### config.mk
export PLATFORM = sky130hd
export DESIGN_NAME = pscm_top
export DESIGN_NICKNAME = d
export VERILOG_FILES = /design/src/rtl/pscm_pkg.sv /design/src/rtl/pscm_top.sv /design/src/rtl/pscm_wait_timer.sv
export SDC_FILE = /design/constraint.sdc
export NUM_CORES = 1
export LEC_CHECK = 0
export BUFFER_PORTS_ARGS = -buffer_cell sky130_fd_sc_hd__clkbuf_2
export CAP_MARGIN = 25
export CORE_MARGIN = 2
export CORE_UTILIZATION = 57
export CTS_BUF_LIST = sky130_fd_sc_hd__clkbuf_4
export CTS_CLUSTER_SIZE = 12
export DETAILED_ROUTE_END_ITERATION = 7
export PLACE_DENSITY = 0.88
export RECOVER_POWER = 50
export SYNTH_ARGS = -nofsm -noshare
export SYNTH_HDL_FRONTEND = slang
export SYNTH_SLANG_ARGS = --single-unit
### constraint.sdc
create_clock -name core_clk_in -period 8.2 [get_ports core_clk_in]
set_input_delay 1.23 -clock core_clk_in [delete_from_list [all_inputs] [get_ports core_clk_in]]
set_output_delay 1.23 -clock core_clk_in [all_outputs]
set_load 0.03 [all_outputs]
### src/rtl/pscm_pkg.sv
package pscm_pkg;

  // Register byte offsets on the APB bus
  localparam logic [11:0] OFS_IDENTITY = 12'h000;
  localparam logic [11:0] OFS_EXT_PTR = 12'h004;
  localparam logic [11:0] OFS_LAT_IRQ = 12'h008;
  localparam logic [11:0] OFS_TGT_CTL = 12'h00c;

  // Field positions
  localparam int unsigned ID_DEVICE_LSB = 16;
  localparam int unsigned ID_MAKER_LSB = 0;
  localparam int unsigned LAT_INTERVAL_LSB = 24;
  localparam int unsigned LAT_BURST_LSB = 16;
  localparam int unsigned LAT_PIN_LSB = 8;
  localparam int unsigned LAT_ROUTE_LSB = 0;
  localparam int unsigned CTL_WIN_LSB = 16;
  localparam int unsigned CTL_RETRY_MULT_BIT = 4;
  localparam int unsigned CTL_RETRY_LINE_BIT = 3;
  localparam int unsigned CTL_RETRY_PLAIN_BIT = 2;
  localparam int unsigned CTL_TIMEOUT_DIS_BIT = 1;
  localparam int unsigned CTL_LOADED_BIT = 0;

  // Constant and reset values
  localparam logic [7:0] EXT_ENTRY_OFFSET = 8'h40;
  localparam logic [7:0] INT_PIN_VALUE = 8'h01;
  localparam logic [15:0] ID_FIELD_RST = 16'h0000;
  localparam logic [7:0] LAT_FIELD_RST = 8'h00;
  localparam logic [5:0] WIN_EN_RST = 6'h00;
  localparam logic CTL_BIT_RST = 1'b0;

  // Timing
  localparam int unsigned TIMEOUT_CYCLES = 16;
  localparam int unsigned NUM_WINDOWS = 6;

  typedef enum logic [2:0] {
    CMD_MEM_READ,
    CMD_MEM_READ_LINE,
    CMD_MEM_READ_MULT,
    CMD_MEM_WRITE,
    CMD_CFG_READ,
    CMD_CFG_WRITE
  } pscm_cmd_t;

  typedef struct packed {
    logic psel;
    logic penable;
    logic pwrite;
    logic [11:0] paddr;
    logic [31:0] pwdata;
    logic [3:0] pstrb;
  } pscm_apb_req_t;

  typedef struct packed {
    logic [31:0] prdata;
    logic pready;
    logic pslverr;
  } pscm_apb_rsp_t;

  typedef struct packed {
    logic valid;
    pscm_cmd_t cmd;
    logic bar_access;
    logic [5:0] window_hit;
    logic [31:0] addr;
  } pscm_tgt_req_t;

  typedef struct packed {
    logic ignore;
    logic retry;
    logic done;
    logic waiting;
    logic bar_write;
  } pscm_tgt_rsp_t;

  typedef struct packed {
    logic valid;
    pscm_cmd_t cmd;
    logic [31:0] addr;
  } pscm_fetch_req_t;

  function automatic logic [31:0] pscm_merge(input logic [31:0] old_word, input logic [31:0] new_word,
                                             input logic [3:0] strb);
    logic [31:0] res;
    res = old_word;
    for (int i = 0; i < 4; i++) begin
      if (strb[i]) begin
        res[i*8 +: 8] = new_word[i*8 +: 8];
      end
    end
    return res;
  endfunction

  function automatic logic pscm_is_mem_read(input pscm_cmd_t cmd);
    return (cmd == CMD_MEM_READ) || (cmd == CMD_MEM_READ_LINE) || (cmd == CMD_MEM_READ_MULT);
  endfunction

endpackage

### src/rtl/pscm_top.sv
// Behaviour
// RULE1 - A read-only word holds the board device identifier in bits 31-16 and board maker identifier in 15-0, both zero after reset.
// RULE2 - The extension list pointer reads 40h in bits 7-0 and zero above.
// RULE3 - A writable 8-bit bus access interval in bits 31-24, in quarter microsecond units, resets to zero.
// RULE4 - A writable 8-bit burst length request in bits 23-16, in quarter microsecond units, resets to zero.
// RULE5 - Bits 15-8 of the latency word read a fixed 01h naming interrupt line A.
// RULE6 - The host writes the interrupt controller input number into bits 7-0, which is stored, returned unchanged, and reset to zero.
// RULE7 - When a window enable bit in 21-16 is zero, host accesses aimed at that window are ignored.
// RULE8 - Host writes to the base address registers are accepted whatever the window enables say.
// RULE9 - With bit 4 clear, Memory Read Multiple uses the normal 16-cycle timeout and retries if data is late.
// RULE10 - With bit 4 set, every decoded Memory Read Multiple is retried at once, over the timeout disable; a repeat of a fetched delayed read completes.
// RULE11 - With timeout disable set and no forced retry, wait states go on until the access can complete.
// RULE12 - While the loaded bit is zero all PCI accesses are refused; it resets to zero.
// RULE13 - A forced retry bit retries every plain Memory Read at once, else the 16-cycle timeout applies; a repeat of a fetched delayed read completes instead.
// RULE14 - A forced retry bit retries every Memory Read Line at once, else the 16-cycle timeout applies; a repeat of a fetched delayed read completes instead.
// RULE15 - A retried read is latched as a delayed request and prefetched, and the repeated identical read completes; code latches only into an empty slot.
//
// Design decisions made here: the APB slave port and the placing of the registers.
`timescale 1ns/100ps
module pscm_top #(
  parameter int unsigned TIMEOUT = pscm_pkg::TIMEOUT_CYCLES
) (
  // Clock and reset
  input wire logic core_clk_in,
  input wire logic rst_in,
  // APB register port
  input wire pscm_pkg::pscm_apb_req_t apb_req_in,
  output pscm_pkg::pscm_apb_rsp_t apb_rsp_out,
  // Identity load from the boot loader side
  input wire logic id_load_in,
  input wire logic [31:0] id_value_in,
  // Decoded target request from the PCI core
  input wire pscm_pkg::pscm_tgt_req_t tgt_req_in,
  input wire logic data_ready_in,
  output pscm_pkg::pscm_tgt_rsp_t tgt_rsp_out,
  // Delayed read prefetch to the back end
  output pscm_pkg::pscm_fetch_req_t fetch_req_out,
  input wire logic fetch_done_in
);
  import pscm_pkg::*;

  typedef enum logic [0:0] {
    ST_IDLE,
    ST_WAIT
  } pscm_state_t;

  initial begin
    if (TIMEOUT < 2) begin
      $error("pscm_top: TIMEOUT must be at least 2");
    end
  end

  // Register state
  logic [15:0] device_id;
  logic [15:0] maker_id;
  logic [7:0] bus_access_interval;
  logic [7:0] burst_length_request;
  logic [7:0] irq_route;
  logic [5:0] window_enable;
  logic retry_all_read_multiple;
  logic retry_all_read_line;
  logic retry_all_plain_read;
  logic target_timeout_disable;
  logic config_loaded;

  // APB decode
  logic apb_setup;
  logic apb_access;
  logic apb_wr;
  logic addr_known;
  logic [31:0] read_word;
  logic [31:0] lat_word;
  logic [31:0] ctl_word;
  logic [31:0] lat_next;
  logic [31:0] ctl_next;
  logic [31:0] rd_data;
  logic rd_err;

  assign apb_setup = apb_req_in.psel && !apb_req_in.penable;
  assign apb_access = apb_req_in.psel && apb_req_in.penable;
  assign apb_wr = apb_access && apb_req_in.pwrite;
  assign addr_known = (apb_req_in.paddr == OFS_IDENTITY) || (apb_req_in.paddr == OFS_EXT_PTR) ||
                      (apb_req_in.paddr == OFS_LAT_IRQ) || (apb_req_in.paddr == OFS_TGT_CTL);

  always_comb begin
    lat_word = '0;
    lat_word[LAT_INTERVAL_LSB +: 8] = bus_access_interval;
    lat_word[LAT_BURST_LSB +: 8] = burst_length_request;
    lat_word[LAT_PIN_LSB +: 8] = INT_PIN_VALUE; // [RULE5]
    lat_word[LAT_ROUTE_LSB +: 8] = irq_route;
  end

  always_comb begin
    ctl_word = '0;
    ctl_word[CTL_WIN_LSB +: NUM_WINDOWS] = window_enable;
    ctl_word[CTL_RETRY_MULT_BIT] = retry_all_read_multiple;
    ctl_word[CTL_RETRY_LINE_BIT] = retry_all_read_line;
    ctl_word[CTL_RETRY_PLAIN_BIT] = retry_all_plain_read;
    ctl_word[CTL_TIMEOUT_DIS_BIT] = target_timeout_disable;
    ctl_word[CTL_LOADED_BIT] = config_loaded;
  end

  assign lat_next = pscm_merge(lat_word, apb_req_in.pwdata, apb_req_in.pstrb);
  assign ctl_next = pscm_merge(ctl_word, apb_req_in.pwdata, apb_req_in.pstrb);

  always_comb begin
    read_word = '0;
    case (apb_req_in.paddr)
      OFS_IDENTITY: begin
        read_word[ID_DEVICE_LSB +: 16] = device_id; // [RULE1]
        read_word[ID_MAKER_LSB +: 16] = maker_id;
      end
      OFS_EXT_PTR: begin
        read_word[7:0] = EXT_ENTRY_OFFSET; // [RULE2]
      end
      OFS_LAT_IRQ: begin
        read_word = lat_word;
      end
      OFS_TGT_CTL: begin
        read_word = ctl_word;
      end
      default: begin
        read_word = '0;
      end
    endcase
  end

  // Read data and error are settled in the setup cycle so they come from flops
  always_ff @(posedge core_clk_in or posedge rst_in) begin
    if (rst_in) begin
      rd_data <= '0;
      rd_err <= 1'b0;
    end else if (apb_setup) begin
      rd_data <= apb_req_in.pwrite ? 32'h0000_0000 : read_word;
      rd_err <= !addr_known;
    end
  end

  // Zero wait states: the access phase always ends in one cycle
  assign apb_rsp_out = {rd_data, apb_access, rd_err};

  // Identity is read-only to software; only the loader path fills it
  always_ff @(posedge core_clk_in or posedge rst_in) begin
    if (rst_in) begin
      device_id <= ID_FIELD_RST; // [RULE1]
      maker_id <= ID_FIELD_RST;
    end else if (id_load_in) begin
      device_id <= id_value_in[ID_DEVICE_LSB +: 16];
      maker_id <= id_value_in[ID_MAKER_LSB +: 16];
    end
  end

  always_ff @(posedge core_clk_in or posedge rst_in) begin
    if (rst_in) begin
      bus_access_interval <= LAT_FIELD_RST;
      burst_length_request <= LAT_FIELD_RST;
      irq_route <= LAT_FIELD_RST;
    end else if (apb_wr && apb_req_in.paddr == OFS_LAT_IRQ) begin
      bus_access_interval <= lat_next[LAT_INTERVAL_LSB +: 8]; // [RULE3]
      burst_length_request <= lat_next[LAT_BURST_LSB +: 8]; // [RULE4]
      irq_route <= lat_next[LAT_ROUTE_LSB +: 8]; // [RULE6]
    end
  end

  always_ff @(posedge core_clk_in or posedge rst_in) begin
    if (rst_in) begin
      window_enable <= WIN_EN_RST;
      retry_all_read_multiple <= CTL_BIT_RST;
      retry_all_read_line <= CTL_BIT_RST;
      retry_all_plain_read <= CTL_BIT_RST;
      target_timeout_disable <= CTL_BIT_RST;
      config_loaded <= CTL_BIT_RST; // [RULE12]
    end else if (apb_wr && apb_req_in.paddr == OFS_TGT_CTL) begin
      window_enable <= ctl_next[CTL_WIN_LSB +: NUM_WINDOWS];
      retry_all_read_multiple <= ctl_next[CTL_RETRY_MULT_BIT];
      retry_all_read_line <= ctl_next[CTL_RETRY_LINE_BIT];
      retry_all_plain_read <= ctl_next[CTL_RETRY_PLAIN_BIT];
      target_timeout_disable <= ctl_next[CTL_TIMEOUT_DIS_BIT];
      config_loaded <= ctl_next[CTL_LOADED_BIT];
    end
  end

  // Target response engine
  pscm_state_t state;
  pscm_state_t next_state;
  logic timer_expired;
  logic is_read;
  logic forced_retry;
  logic window_off;
  logic dly_valid;
  logic dly_fetched;
  pscm_cmd_t dly_cmd;
  logic [31:0] dly_addr;
  logic dly_match;
  logic latch_dly;
  logic [$clog2(TIMEOUT + 1)-1:0] wait_cycles;

  assign is_read = pscm_is_mem_read(tgt_req_in.cmd);
  assign window_off = !tgt_req_in.bar_access && ((tgt_req_in.window_hit & window_enable) == 6'h00);
  assign dly_match = dly_valid && dly_cmd == tgt_req_in.cmd && dly_addr == tgt_req_in.addr;

  always_comb begin
    case (tgt_req_in.cmd)
      CMD_MEM_READ_MULT: forced_retry = retry_all_read_multiple; // [RULE9] [RULE10]
      CMD_MEM_READ_LINE: forced_retry = retry_all_read_line; // [RULE14]
      CMD_MEM_READ: forced_retry = retry_all_plain_read; // [RULE13]
      default: forced_retry = 1'b0;
    endcase
  end

  pscm_wait_timer #(
    .LIMIT(TIMEOUT)
  ) u_wait_timer (
    .core_clk_in(core_clk_in),
    .rst_in(rst_in),
    .run_in(state == ST_WAIT),
    .expired_out(timer_expired)
  );

  always_comb begin
    next_state = state;
    tgt_rsp_out = '0;
    latch_dly = 1'b0;
    case (state)
      ST_IDLE: begin
        if (tgt_req_in.valid) begin
          if (!config_loaded) begin
            tgt_rsp_out.ignore = 1'b1; // [RULE12]
          end else if (tgt_req_in.bar_access) begin
            tgt_rsp_out.done = 1'b1;
            tgt_rsp_out.bar_write = (tgt_req_in.cmd == CMD_CFG_WRITE); // [RULE8]
          end else if (window_off) begin
            tgt_rsp_out.ignore = 1'b1; // [RULE7]
          end else if (is_read && dly_match && dly_fetched) begin
            tgt_rsp_out.done = 1'b1; // [RULE15]
          end else if (is_read && (forced_retry || dly_match)) begin
            // A pending prefetch for the same read is retried, never re-queued
            tgt_rsp_out.retry = 1'b1; // [RULE10] [RULE13] [RULE14]
            latch_dly = !dly_valid;
          end else if (data_ready_in) begin
            tgt_rsp_out.done = 1'b1;
          end else begin
            tgt_rsp_out.waiting = 1'b1;
            next_state = ST_WAIT;
          end
        end
      end
      ST_WAIT: begin
        tgt_rsp_out.waiting = 1'b1;
        if (data_ready_in) begin
          tgt_rsp_out.waiting = 1'b0;
          tgt_rsp_out.done = 1'b1;
          next_state = ST_IDLE;
        end else if (timer_expired && !target_timeout_disable) begin // [RULE11]
          tgt_rsp_out.waiting = 1'b0;
          tgt_rsp_out.retry = 1'b1; // [RULE9] [RULE13] [RULE14]
          latch_dly = is_read && !dly_valid; // [RULE15]
          next_state = ST_IDLE;
        end
        // With the timeout disabled the wait simply holds [RULE11]
      end
      default: begin
        next_state = ST_IDLE;
      end
    endcase
  end

  always_ff @(posedge core_clk_in or posedge rst_in) begin
    if (rst_in) begin
      state <= ST_IDLE;
    end else begin
      state <= next_state;
    end
  end

  // Checker-side count of wait cycles, kept apart from the timer it checks
  always_ff @(posedge core_clk_in or posedge rst_in) begin
    if (rst_in) begin
      wait_cycles <= '0;
    end else if (state != ST_WAIT) begin
      wait_cycles <= '0;
    end else if (!(&wait_cycles)) begin
      wait_cycles <= wait_cycles + 1'b1;
    end
  end

  // One delayed read slot; while it is full no other retried read is latched
  always_ff @(posedge core_clk_in or posedge rst_in) begin
    if (rst_in) begin
      dly_valid <= 1'b0;
      dly_fetched <= 1'b0;
      dly_cmd <= CMD_MEM_READ;
      dly_addr <= '0;
    end else if (latch_dly) begin
      dly_valid <= 1'b1; // [RULE15]
      dly_fetched <= 1'b0;
      dly_cmd <= tgt_req_in.cmd;
      dly_addr <= tgt_req_in.addr;
    end else if (state == ST_IDLE && tgt_rsp_out.done && dly_match) begin
      dly_valid <= 1'b0;
      dly_fetched <= 1'b0;
    end else if (dly_valid && fetch_done_in) begin
      dly_fetched <= 1'b1;
    end
  end

  always_ff @(posedge core_clk_in or posedge rst_in) begin
    if (rst_in) begin
      fetch_req_out <= '0;
    end else begin
      fetch_req_out.valid <= latch_dly; // [RULE15]
      if (latch_dly) begin
        fetch_req_out.cmd <= tgt_req_in.cmd;
        fetch_req_out.addr <= tgt_req_in.addr;
      end
    end
  end
endmodule

### src/rtl/pscm_wait_timer.sv
`timescale 1ns/100ps
module pscm_wait_timer #(
  parameter int unsigned LIMIT = 16
) (
  // Clock and reset
  input wire logic core_clk_in,
  input wire logic rst_in,
  // Control
  input wire logic run_in,
  // Status
  output logic expired_out
);
  localparam int unsigned CW = $clog2(LIMIT + 1);

  logic [CW-1:0] count;

  initial begin
    if (LIMIT < 2) begin
      $error("pscm_wait_timer: LIMIT must be at least 2");
    end
  end

  // Counts wait cycles of the current access; drops back when idle
  always_ff @(posedge core_clk_in or posedge rst_in) begin
    if (rst_in) begin
      count <= '0;
    end else if (!run_in) begin
      count <= '0;
    end else if (count != CW'(LIMIT)) begin
      count <= count + CW'(1);
    end
  end

  assign expired_out = run_in && (count == CW'(LIMIT - 1));

endmodule

# Word-level counts from Yosys, hierarchy flattened

Index checks and enable logic that the tools add are counted.

Word-level logic and storage cells: 128
Input bits: 131
Flip-flop bits (word level): 144
Output and inout bits: 75

Reductions and logical operators: 38
$add $sub $neg: 1
Muxes and demuxes: 56
Bitwise logic cells: 2
Eq/ne operators: 11

Operators by type and width:

| operator                                       | count |
|---|---|
| one-hot mux 24 bit (3 select lines)            | 1 |
| two-way mux 1 bit                              | 36 |
| == test 32 bit                                 | 1 |
| two-way mux 32 bit                             | 1 |
| one-hot mux 8 bit (4 select lines)             | 1 |
| == test 12 x 4 -> 1 bit, second input constant | 2 |
| logical AND 1 bit                              | 17 |
| two-way mux 2 bit                              | 8 |
| two-way mux 5 bit                              | 3 |
| == test 12 x 3 -> 1 bit, second input constant | 1 |
| logical NOT 12 bit                             | 1 |
| AND reduction 2 bit                            | 5 |
| AND 6 bit                                      | 1 |
| logical NOT 6 bit                              | 1 |
| logical OR 1 bit                               | 6 |
| one-hot mux 3 bit (2 select lines)             | 1 |
| adder 5 x 1 -> 5 bit, second input constant    | 1 |
| == test 5 x 4 -> 1 bit, second input constant  | 1 |
| logical NOT 1 bit                              | 5 |
| != test 5 bit, second input constant           | 1 |
| two-way mux 4 bit                              | 1 |
| one-hot mux 1 bit (2 select lines)             | 2 |
| == test 3 x 1 -> 1 bit, second input constant  | 1 |
| == test 3 x 2 -> 1 bit, second input constant  | 1 |
| other kinds (9)                                | 9 |

# Longest topological paths before layout

Gate-level depths: netlist (run 1).

Word-level depth: 22
Mapped depth: 9
Mapped depth without buffers: 7

# Hierarchy

Synthesis (run 1) repeated with hierarchy kept, for this count alone.

Cells, all modules: 524
Area total of the unflattened synthesis: 6,623.9 sq um

Modules (own cells, without submodules):

| module          | cells an instance | area each (sq um) | seq. area each (sq um) | times used |
|---|---|---|---|---|
| pscm_top        | 495               | 6,319.8           | 3,478.3                | 1 |
| pscm_wait_timer | 29                | 304.0             | 125.1                  | 1 |

# Least setup slack after synthesis (run 1)

Ideal clock, no wire load.

Path kind: input-to-output
Start point: input tgt_req_in[23] (netlist name)
End point: output tgt_rsp_out[2] (netlist name)
Arrival time: 2.609 ns
Data required time: 6.970 ns
Stages on the path: 7
Slack: 4.361 ns
Path buffers: 0
Cells stage by stage: xnor2_1 > nand4_1 > nor4_1 > nand4_1 > nor3_1 > a21oi_1 > o211ai_1

RTL lines:

| what               | line           | source |
|---|---|---|
| start: declaration | pscm_top.sv:33 | `input wire pscm_pkg::pscm_tgt_req_t tgt_req_in,` |
| end: declaration   | pscm_top.sv:35 | `output pscm_pkg::pscm_tgt_rsp_t tgt_rsp_out,` |

==> flow_summary_export.csv, run 1 <==
group,metric,value,unit
sta,relSlewSlack,-1.41,
placement,placed_cell_area,7560,um^2
sta,layout_min_cycle_time,4.34,ns
synth,async_flop_share,1.00,
sta,setup-tns-final,0,ns
cells_and_area,layout_commonest_cell,"clkbuf_2",
cells_and_area,fin_cells,878,
setup_path,cpPeakStageDelay,0.42,ns
synth,synth.cell_area,6480,um^2
synth,yosysTopAreaCell,"dfrtp_1",
global_route,grt_antenna_before_repair,0,
sta,worst_pin_slew,3.60,ns
setup_path,worstPathArrival,3.11,ns
synth,synth_area_leaders,"dfrtp_1 (56%), mux2_2 (15%), xnor2_1 (3.9%)",
clocking,clockRootBuffer,"clkbuf_4",
setup_path,crit_path_start_kind,"input port",
global_route,grt_pass1_wl,25700,um
global_route,grt_max_degree,84,
run_status,violations,"capacitance limit, slew limit",
setup_path,cpLargestDelayFamily,"simple AND/OR/NAND/NOR gates",
power_and_ir_drop,p_clk_frac,0.386,
power_and_ir_drop,vdd_ir_drop_max,149,uV
synth,syn_nets,662,
power_and_ir_drop,pwr-share-seq,0.536,
synth,netlist.area_leader.share,0.556,
synth,ys.flop_type,"dfrtp_1",
cells_and_area,finalNetCount,859,
clocking,cts_tree,"yes",
global_route,gr-usage-all-layers,0.263,
clocking,ctsHoldBuffers,0,
setup_path,crit_slowest_cell,"nor4_1",
drt,route.vias.total,4965,
placement,gp_congestion,0.921,
power_and_ir_drop,switching_share,0.237,
setup_path,rrSetupSlack,5.01,ns
drt,drc,0,
synth,synth_edf_count,0,
power_and_ir_drop,totalPowerFinal,0.00137,W
synth,yosysSeqAreaShare,0.556,
setup_path,cp_num_buf_inv,2,
worst_hold_path,hold_path_startpoint,"rd_data[14]",
cells_and_area,final_cell_mix,"clkbuf_2 (195), dfrtp_1 (144), mux2_2 (85)",
cells_and_area,drive_gt1_frac,0.455,
synth,ys_types,45,
clocking,clk_pin_slew,0.12,ns
worst_hold_path,min_path_type,"reg -> reg",
synth,netlist_instances,528,
die,start_util,0.590,
cells_and_area,fin_util,0.720,
drt,wirelength,15600,um
setup_path,r2r-start,"dly_addr[23]",
die,die_area,12200,um^2
run_status,status,"finished, violations left",
setup_path,crit_type,"in -> out",
sta,rsz0062_at_grt,"no",
power_and_ir_drop,leakage,4.03,nW
drt,dr.pass1.iters,5,
placement,dp_hpwl,11500,um
power_and_ir_drop,power.internal,0.00105,W
sta,finalSetupViolations,0,
setup_path,cp_max_fo,4,
cells_and_area,syn_to_final_growth,22.0,%
placement,place_inst,845,
drt,via_per_inst,5.65,
sta,fmax,231,MHz
power_and_ir_drop,power_frac_comb,0.078,
die,die_h,111,um
synth,synth_seq_cells,144,
die,ios,206,
clocking,numClockSinks,144,
sta,post-route-period-util,0.529,
global_route,grt_overflow,0,
power_and_ir_drop,power.switching,0.000326,W
cells_and_area,postLayoutCellArea,7910,um^2
global_route,grt_pass1_vias,5256,
die,rows,38,
clocking,cts_resized,0,
setup_path,worst_r2r_endpoint,"dly_addr[22]",
clocking,clk_latency,0.54,ns
synth,avgSynthCellArea,12.3,um^2
cells_and_area,n_antenna_cell,0,
drt,final_antenna_net_count,0,
clocking,cts_made_buffers,17,
setup_path,path_cells,"clkbuf_2 > xnor2_1 > nand4_1 > nor4_1 > nand4_1 > nor3_1 > a21oi_1 > o211ai_1 > clkbuf_2",
setup_path,cp.required,6.97,ns
worst_hold_path,hold_depth,2,
clocking,cts.htree.levels,4,
sta,finalHoldViolCount,0,
sta,final_max_slew_viol_count,117,
power_and_ir_drop,powerDensity,173,nW/um^2
run,cap_violations,2,
die,die_w,111,um
placement,io_buffers,196,
setup_path,worstRegToRegCells,8,
worst_hold_path,hold_end,"rd_data[14]",
setup_path,worstSetupEndpointType,"output pin",
sta,clock-skew-final,0.0104,ns
clocking,cts.path.max_buffers,2,
drt,wire_per_inst,17.8,um
clocking,post-cts-setup-buffers,0,
synth,yosysWarnings,0,
die,coreArea,11000,um^2
drt,drtIter0Drc,360,
cell type report:
type	count	area, um^2
multi-input cells	340	2690
repair buffers	202	1020
clock buffers	17	128
clock inverters	15	216
well taps	140	175
fillers	754	3070
flip-flops and latches	144	3600
inverters	20	76.3
how the worst max path moves through the flow:
stage / from / endpoint / depth (start not counted)
after detailed placement: tgt_req_in[23] / tgt_rsp_out[2] / 9
after global routing: tgt_req_in[23] / tgt_rsp_out[2] / 9
after floorplan: rst_in / burst_length_request[0] / 1
after CTS: tgt_req_in[23] / tgt_rsp_out[2] / 9
final: tgt_req_in[23] / tgt_rsp_out[2] / 9
after global placement: tgt_req_in[26] / tgt_rsp_out[2] / 9
cells in the mapped netlist (6+ instances only):
library cell / number
mux2_4: 11
mux2_2: 85
mux2i_1: 16
nand2_1: 57
xnor2_1: 29
clkbuf_1: 13
a22o_1: 16
o21ai_0: 33
nor3_1: 8
nand2b_1: 6
dfrtp_1: 144
nand4_1: 8
nor4_1: 6
inv_1: 20
a22oi_1: 13
cell families (layout without fill, tap and decap cells):
group,after synthesis,in the layout,synth area share
adders and majority gates,3,3,0.00579
muxes,112,112,0.198
AOI/OAI and AO/OA,84,84,0.0851
xor gates and xnor gates,30,30,0.0405
and+or+nand+nor,111,111,0.0841
buffers and inverters,44,254,0.0309
DFF,144,144,0.556
power groups by stage:
| stage | Sequential, W | Combinational, W | Clock, W |
|---|---|---|---|
| final | 0.000736 | 0.000107 | 0.000529 |
| after detailed placement | 0.000750 | 0.000108 | 0 |
| after floorplan | 0.000746 | 0.0000590 | 0 |
| after global placement | 0.000748 | 0.000103 | 0 |
| after global routing | 0.000738 | 0.000118 | 0.000570 |
| after CTS | 0.000736 | 0.000108 | 0.000542 |
registers in the layout (all words and copies together), names as in the netlist, 4 cells and up:
name                  flops
burst_length_request      8
bus_access_interval       8
device_id                16
dly_addr                 32
fetch_req_out             4
irq_route                 8
maker_id                 16
rd_data                  32
u_wait_timer.count        5
window_enable             6
per-stage QoR:
step	setup WS, ns	hold WS (ns)
CTS	3.84	0.501
global placement	3.93	0.463
floorplan	3.10	0.475
detailed placement	3.84	0.472
finish	3.86	0.496
global route	3.72	0.533
worst reg2reg max path, stage by stage (launching register included):
cell     delay [ns]
dfrtp_1        0.43
xnor2_1        0.17
nand4_1        0.13
nor4_1         0.42
nand4_1        0.27
mux2_2         0.31
a211o_1        0.48
buf_4          0.47
mux2_2         0.40
per-layer routing:
layer	up-vias	GRT usage	wire, um
li1	2270	-	-
met1	2435	0.329	6490
met2	230	0.443	7750
met3	30	0.0634	1070
met4	0	0.102	312
met5	-	0	0
Power figures use the tool's default switching activity.
==> run 2: changes to the inputs <==
Settings changed: CORE_UTILIZATION 57 to 53, PLACE_DENSITY 0.88 to 0.83.
Clock period 8.2 ns to 4.1 ns, I/O delays scaled along.
==> run 2 against run 1 <==
Against the previous run: the run still ends with capacitance limit, slew limit left; via count shrank 0.87%; design area is essentially flat; sequential share of layout area is essentially flat; critical path type is now reg -> out; highest routed layer unchanged.
==> flow_summary_export.csv, run 2 (same netlist as run 1, synthesis figures left out) <==
group,metric,value,unit
sta,relSlewSlack,-0.454,
power_and_ir_drop,power_frac_comb,0.079,
cells_and_area,syn_to_final_growth,21.9,%
setup_path,r2r-start,"dly_addr[9]",
global_route,grt_overflow,0,
placement,pre_cts_slack,0.778,ns
clocking,clockRootBuffer,"clkbuf_4",
setup_path,crit_path_start_kind,"flip-flop",
die,die_w,115,um
sta,final_max_slew_viol_count,225,
die,rows,40,
setup_path,crit_slowest_cell,"nor4_1",
clocking,cts_made_buffers,17,
placement,dp_hpwl,11700,um
power_and_ir_drop,vdd_ir_drop_max,261,uV
placement,io_buffers,196,
cells_and_area,n_antenna_cell,0,
placement,place_inst,856,
die,die_h,115,um
cells_and_area,top_regs,"dly_addr: 32 flops, rd_data: 32 flops",
run_status,violations,"capacitance limit, slew limit",
clocking,cts.path.max_buffers,2,
global_route,grt_pass1_vias,5152,
drt,wirelength,16000,um
cells_and_area,fin_cells,888,
drt,drtIter0Drc,240,
worst_hold_path,hold_path_startpoint,"id_value_in[12]",
setup_path,cp_max_fo,4,
clocking,cts_tree,"yes",
global_route,gr-usage-all-layers,0.252,
drt,final_antenna_net_count,0,
cells_and_area,fillers,903,
setup_path,worstPathArrival,2.82,ns
run_status,status,"finished, violations left",
drt,route.vias.total,4922,
setup_path,startpoint,"dly_addr[9]",
clocking,numClockSinks,144,
clocking,ctsHoldBuffers,0,
sta,finalHoldViolCount,0,
cells_and_area,layout_commonest_cell,"clkbuf_2",
global_route,grt_antenna_before_repair,0,
cells_and_area,finalNetCount,862,
sta,layout_setup_ws,0.660,ns
drt,wire_per_inst,18.0,um
cells_and_area,drive_gt1_frac,0.453,
setup_path,worstSetupEndpointType,"output pin",
sta,setup-tns-final,0,ns
clocking,post-cts-setup-buffers,0,
placement,placed_cell_area,7620,um^2
global_route,grt_max_degree,68,
drt,dr.pass1.iters,5,
placement,gp_congestion,0.916,
setup_path,cpPeakStageDelay,0.55,ns
clocking,clk_latency,0.55,ns
power_and_ir_drop,p_clk_frac,0.376,
power_and_ir_drop,switching_share,0.247,
global_route,grt_pass1_wl,25500,um
sta,clock-skew-final,0.0139,ns
setup_path,path_cells,"xnor2_1 > nand4_1 > nor4_1 > nand4_1 > a21o_1 > a21oi_1 > o211ai_1 > clkbuf_2",
run,cap_violations,5,
sta,layout_min_cycle_time,3.44,ns
cells_and_area,postLayoutCellArea,7910,um^2
sta,finalSetupViolations,0,
sta,rsz0062_at_grt,"no",
power_and_ir_drop,power.internal,0.00203,W
power_and_ir_drop,power.switching,0.000667,W
worst_hold_path,min_path_type,"in -> reg",
sta,post-route-period-util,0.839,
power_and_ir_drop,powerDensity,341,nW/um^2
die,start_util,0.542,
setup_path,cp.required,3.48,ns
setup_path,crit_type,"reg -> out",
die,coreArea,12000,um^2
power_and_ir_drop,pwr-share-seq,0.545,
die,ios,206,
drt,via_per_inst,5.54,
clocking,clk_pin_slew,0.13,ns
sta,worst_pin_slew,2.18,ns
sta,fmax,291,MHz
power_and_ir_drop,totalPowerFinal,0.00270,W
clocking,cts_resized,0,
power_and_ir_drop,leakage,4.03,nW
die,die_area,13100,um^2
clocking,cts.htree.levels,4,
cells_and_area,final_cell_mix,"clkbuf_2 (196), dfrtp_1 (144), mux2_2 (85)",
drt,drc,0,
setup_path,cpMostUsedCell,"nand4_1",
-- run 2: area by class of cell --
| cell class | instances | area, um^2 | area share |
|---|---|---|---|
| clock inverters | 15 | 193 | 0.0244 |
| repair buffers | 205 | 1040 | 0.131 |
| well taps | 147 | 184 | 0.0233 |
| flip-flops and latches | 144 | 3600 | 0.456 |
| inverters | 20 | 76.3 | 0.00965 |
| multi-input cells | 340 | 2690 | 0.340 |
| clock buffers | 17 | 128 | 0.0161 |
-- run 2: per-stage QoR --
| step | utilization | hold WS [ns] |
|---|---|---|
| finish | 0.661 | 0.280 |
| global placement | 0.637 | 0.464 |
| detailed placement | 0.637 | 0.483 |
| floorplan | - | 0.475 |
| global route | 0.661 | 0.243 |
| CTS | 0.664 | 0.177 |
-- run 2: power groups by stage --
stage | combinational, W | clock, W | sequential (W)
finish | 0.000213 | 0.00101 | 0.00147
floorplan | 0.000118 | 0 | 0.00149
global placement | 0.000210 | 0 | 0.00150
CTS | 0.000219 | 0.00103 | 0.00147
global route | 0.000236 | 0.00109 | 0.00148
detailed placement | 0.000218 | 0 | 0.00150
-- run 2: worst paths after layout --
path                             endpoint  slack, ns  depth (start not counted)
max in group asynchronous      rd_data[2]       1.02                          3
min in group asynchronous    dly_addr[14]       0.43                          2
setup reg to reg              dly_addr[7]       1.11                          8
hold / removal               maker_id[12]       0.28                          2
hold reg to reg                rd_data[8]       0.50                          2
setup / recovery           tgt_rsp_out[2]       0.66                          8
-- run 2: worst max-delay path: cells and delay by family (launching register included) --
family,cells,cell delay (ns)
xor+xnor,1,0.18
compound gates,3,0.51
simple gates,3,0.95
buf+inv,1,0.21
flops,1,0.43
-- run 2: per-layer routing --
metal  vias to the layer above  share of wire  track usage
met5                         -              0            0
met4                         0          0.015       0.0862
met3                        19          0.080       0.0699
met2                       208           0.49        0.427
met1                      2418           0.41        0.311
li1                       2277              -            -
==> run 3: changes to the inputs <==
Clock period 4.1 ns to 3.2 ns, I/O delays scaled along.
==> run 3 against run 2 <==
Against the previous run: the run ends with capacitance limit, slew limit, setup timing left; count of clock-buffer cells in the layout unchanged; clock power up 15%; core utilization rose by 0.94 points; routed wire length stayed put; non-clock buffer count increased by 11; flip-flop and latch count unchanged; critical path depth increased by 1; via count rose by 1.4%; clock skew up 0.0032 ns; critical path type unchanged.
==> flow_summary_export.csv, run 3 (same netlist as run 1, synthesis figures left out) <==
group,metric,value,unit
sta,finalSetupViolations,2,
placement,io_buffers,196,
setup_path,path_cells,"xnor2_1 > nand4_1 > nor4_2 > buf_4 > nand4_1 > buf_4 > mux2_4 > nand2_4 > buf_6",
drt,route.vias.total,4990,
global_route,grt_overflow,0,
sta,layout_min_cycle_time,3.23,ns
cells_and_area,n_antenna_cell,0,
drt,wirelength,16000,um
cells_and_area,fin_cells,899,
sta,relSlewSlack,-0.289,
setup_path,crit_slowest_cell,"dfrtp_1",
setup_path,crit_path_start_kind,"flip-flop",
clocking,clockRootBuffer,"clkbuf_4",
cells_and_area,fin_util,0.670,
drt,drtIter0Drc,233,
die,coreArea,12000,um^2
sta,final_max_slew_viol_count,33,
sta,layout_setup_ws,-0.0342,ns
setup_path,cp-endpoint,"tgt_rsp_out[3]",
global_route,grt_pass1_wl,25700,um
die,die_area,13100,um^2
setup_path,startpoint,"dly_addr[14]",
global_route,gr-usage-all-layers,0.256,
cells_and_area,final_cell_mix,"clkbuf_2 (194), dfrtp_1 (144), mux2_2 (84)",
power_and_ir_drop,totalPowerFinal,0.00332,W
setup_path,cpLargestDelayFamily,"simple AND/OR/NAND/NOR gates",
setup_path,cp.required,2.72,ns
sta,post-route-period-util,1.01,
drt,wire_per_inst,17.8,um
setup_path,cpPeakStageDelay,0.41,ns
clocking,numClockSinks,144,
clocking,cts_tree,"yes",
die,die_h,115,um
setup_path,worstPathArrival,2.75,ns
clocking,clk_latency,0.55,ns
placement,place_inst,861,
clocking,cts.htree.levels,4,
clocking,clk_pin_slew,0.12,ns
global_route,grt_max_degree,51,
worst_hold_path,min_path_type,"in -> reg",
drt,dr.pass1.iters,5,
placement,dp_hpwl,11800,um
setup_path,worstSetupEndpointType,"output pin",
die,start_util,0.542,
drt,via_per_inst,5.55,
drt,final_antenna_net_count,0,
placement,gp_congestion,0.898,
setup_path,worstRegToRegCells,10,
setup_path,cp.depth,9,
global_route,grt_pass1_vias,5198,
cells_and_area,drive_gt1_frac,0.471,
run,cap_violations,1,
drt,drc,0,
setup_path,worst_r2r_endpoint,"dly_addr[7]",
die,die_w,115,um
global_route,grt_antenna_before_repair,0,
run_status,violations,"capacitance limit, slew limit, setup timing",
setup_path,r2r-start,"dly_addr[14]",
die,rows,40,
sta,fmax,309,MHz
cells_and_area,top_regs,"dly_addr: 32 flops, rd_data: 32 flops",
setup_path,crit_type,"reg -> out",
sta,finalHoldViolCount,0,
cells_and_area,layout_commonest_cell,"clkbuf_2",
power_and_ir_drop,leakage,4.09,nW
clocking,cts_made_buffers,17,
sta,rsz0062_at_grt,"yes",
setup_path,cp_num_buf_inv,3,
power_and_ir_drop,powerDensity,415,nW/um^2
cells_and_area,finalNetCount,873,
sta,clock-skew-final,0.0171,ns
clocking,cts.path.max_buffers,2,
worst_hold_path,hold_path_startpoint,"apb_req_in[10]",
cells_and_area,syn_to_final_growth,23.7,%
sta,worst_pin_slew,1.93,ns
die,ios,206,
setup_path,cp_max_fo,4,
power_and_ir_drop,vdd_ir_drop_max,277,uV
setup_path,rrSetupSlack,0.19,ns
run_status,status,"finished, violations left",
==> run 3: worst min path at each step <==
stage / cells past startpoint / slack [ns] / endpoint
detailed placement: 2 / 0.47 / rd_data[6]
CTS: 3 / 0.11 / irq_route[6]
finish: 3 / 0.15 / irq_route[6]
global placement: 2 / 0.46 / rd_data[15]
floorplan: 1 / 0.48 / maker_id[6]
global route: 2 / 0.1 / maker_id[9]
==> run 3: area by class of cell <==
type / count / area [um^2]
Inverter: 20 / 76.3
Timing Repair Buffer: 216 / 1140
Tap cell: 147 / 184
Sequential cell: 144 / 3600
Multi-Input combinational cell: 340 / 2720
Clock buffer: 17 / 128
Fill cell: 905 / 3940
Clock inverter: 15 / 163
==> run 3: what timing repair did <==
item | CTS | global route
endpoints found under the setup margin | 3 | 3
endpoints found under the hold margin | 13 | 0
gates resized for setup | 5 | 11
pin swaps | 6 | 4
hold buffers | 1 | 0
setup buffers | 4 | 1
==> run 3: worst min-delay path: stages <==
cell,delay (ns)
clkbuf_2,0.08
nand2_1,0.04
o21ai_0,0.06
==> run 3: layer usage <==
metal  vias up  global-route usage  share of wire
met2       207               0.432           0.50
met1      2451               0.313           0.41
met5         -                   0              0
met3        26              0.0709          0.069
li1       2306                   -              -
met4         0              0.0967          0.019
==> run 3: through the flow <==
stage / hold WS (ns) / setup TNS [ns] / worst slack [ns] / area [um^2]
floorplan: 0.475 / 0 / 0.671 / 6490
global placement: 0.464 / 0 / 0.287 / 7670
detailed placement: 0.471 / 0 / 0.240 / 7670
CTS: 0.106 / 0 / 0.00186 / 8030
global route: 0.0975 / -0.512 / -0.213 / 8020
finish: 0.147 / -0.0446 / -0.0342 / 8020
==> run 3: report_power, final <==
part	total (W)	switching (W)	internal, W
Combinational	0.000279	0.000148	0.000131
Clock	0.00116	0.000690	0.000468
Sequential	0.00189	0.0000256	0.00186
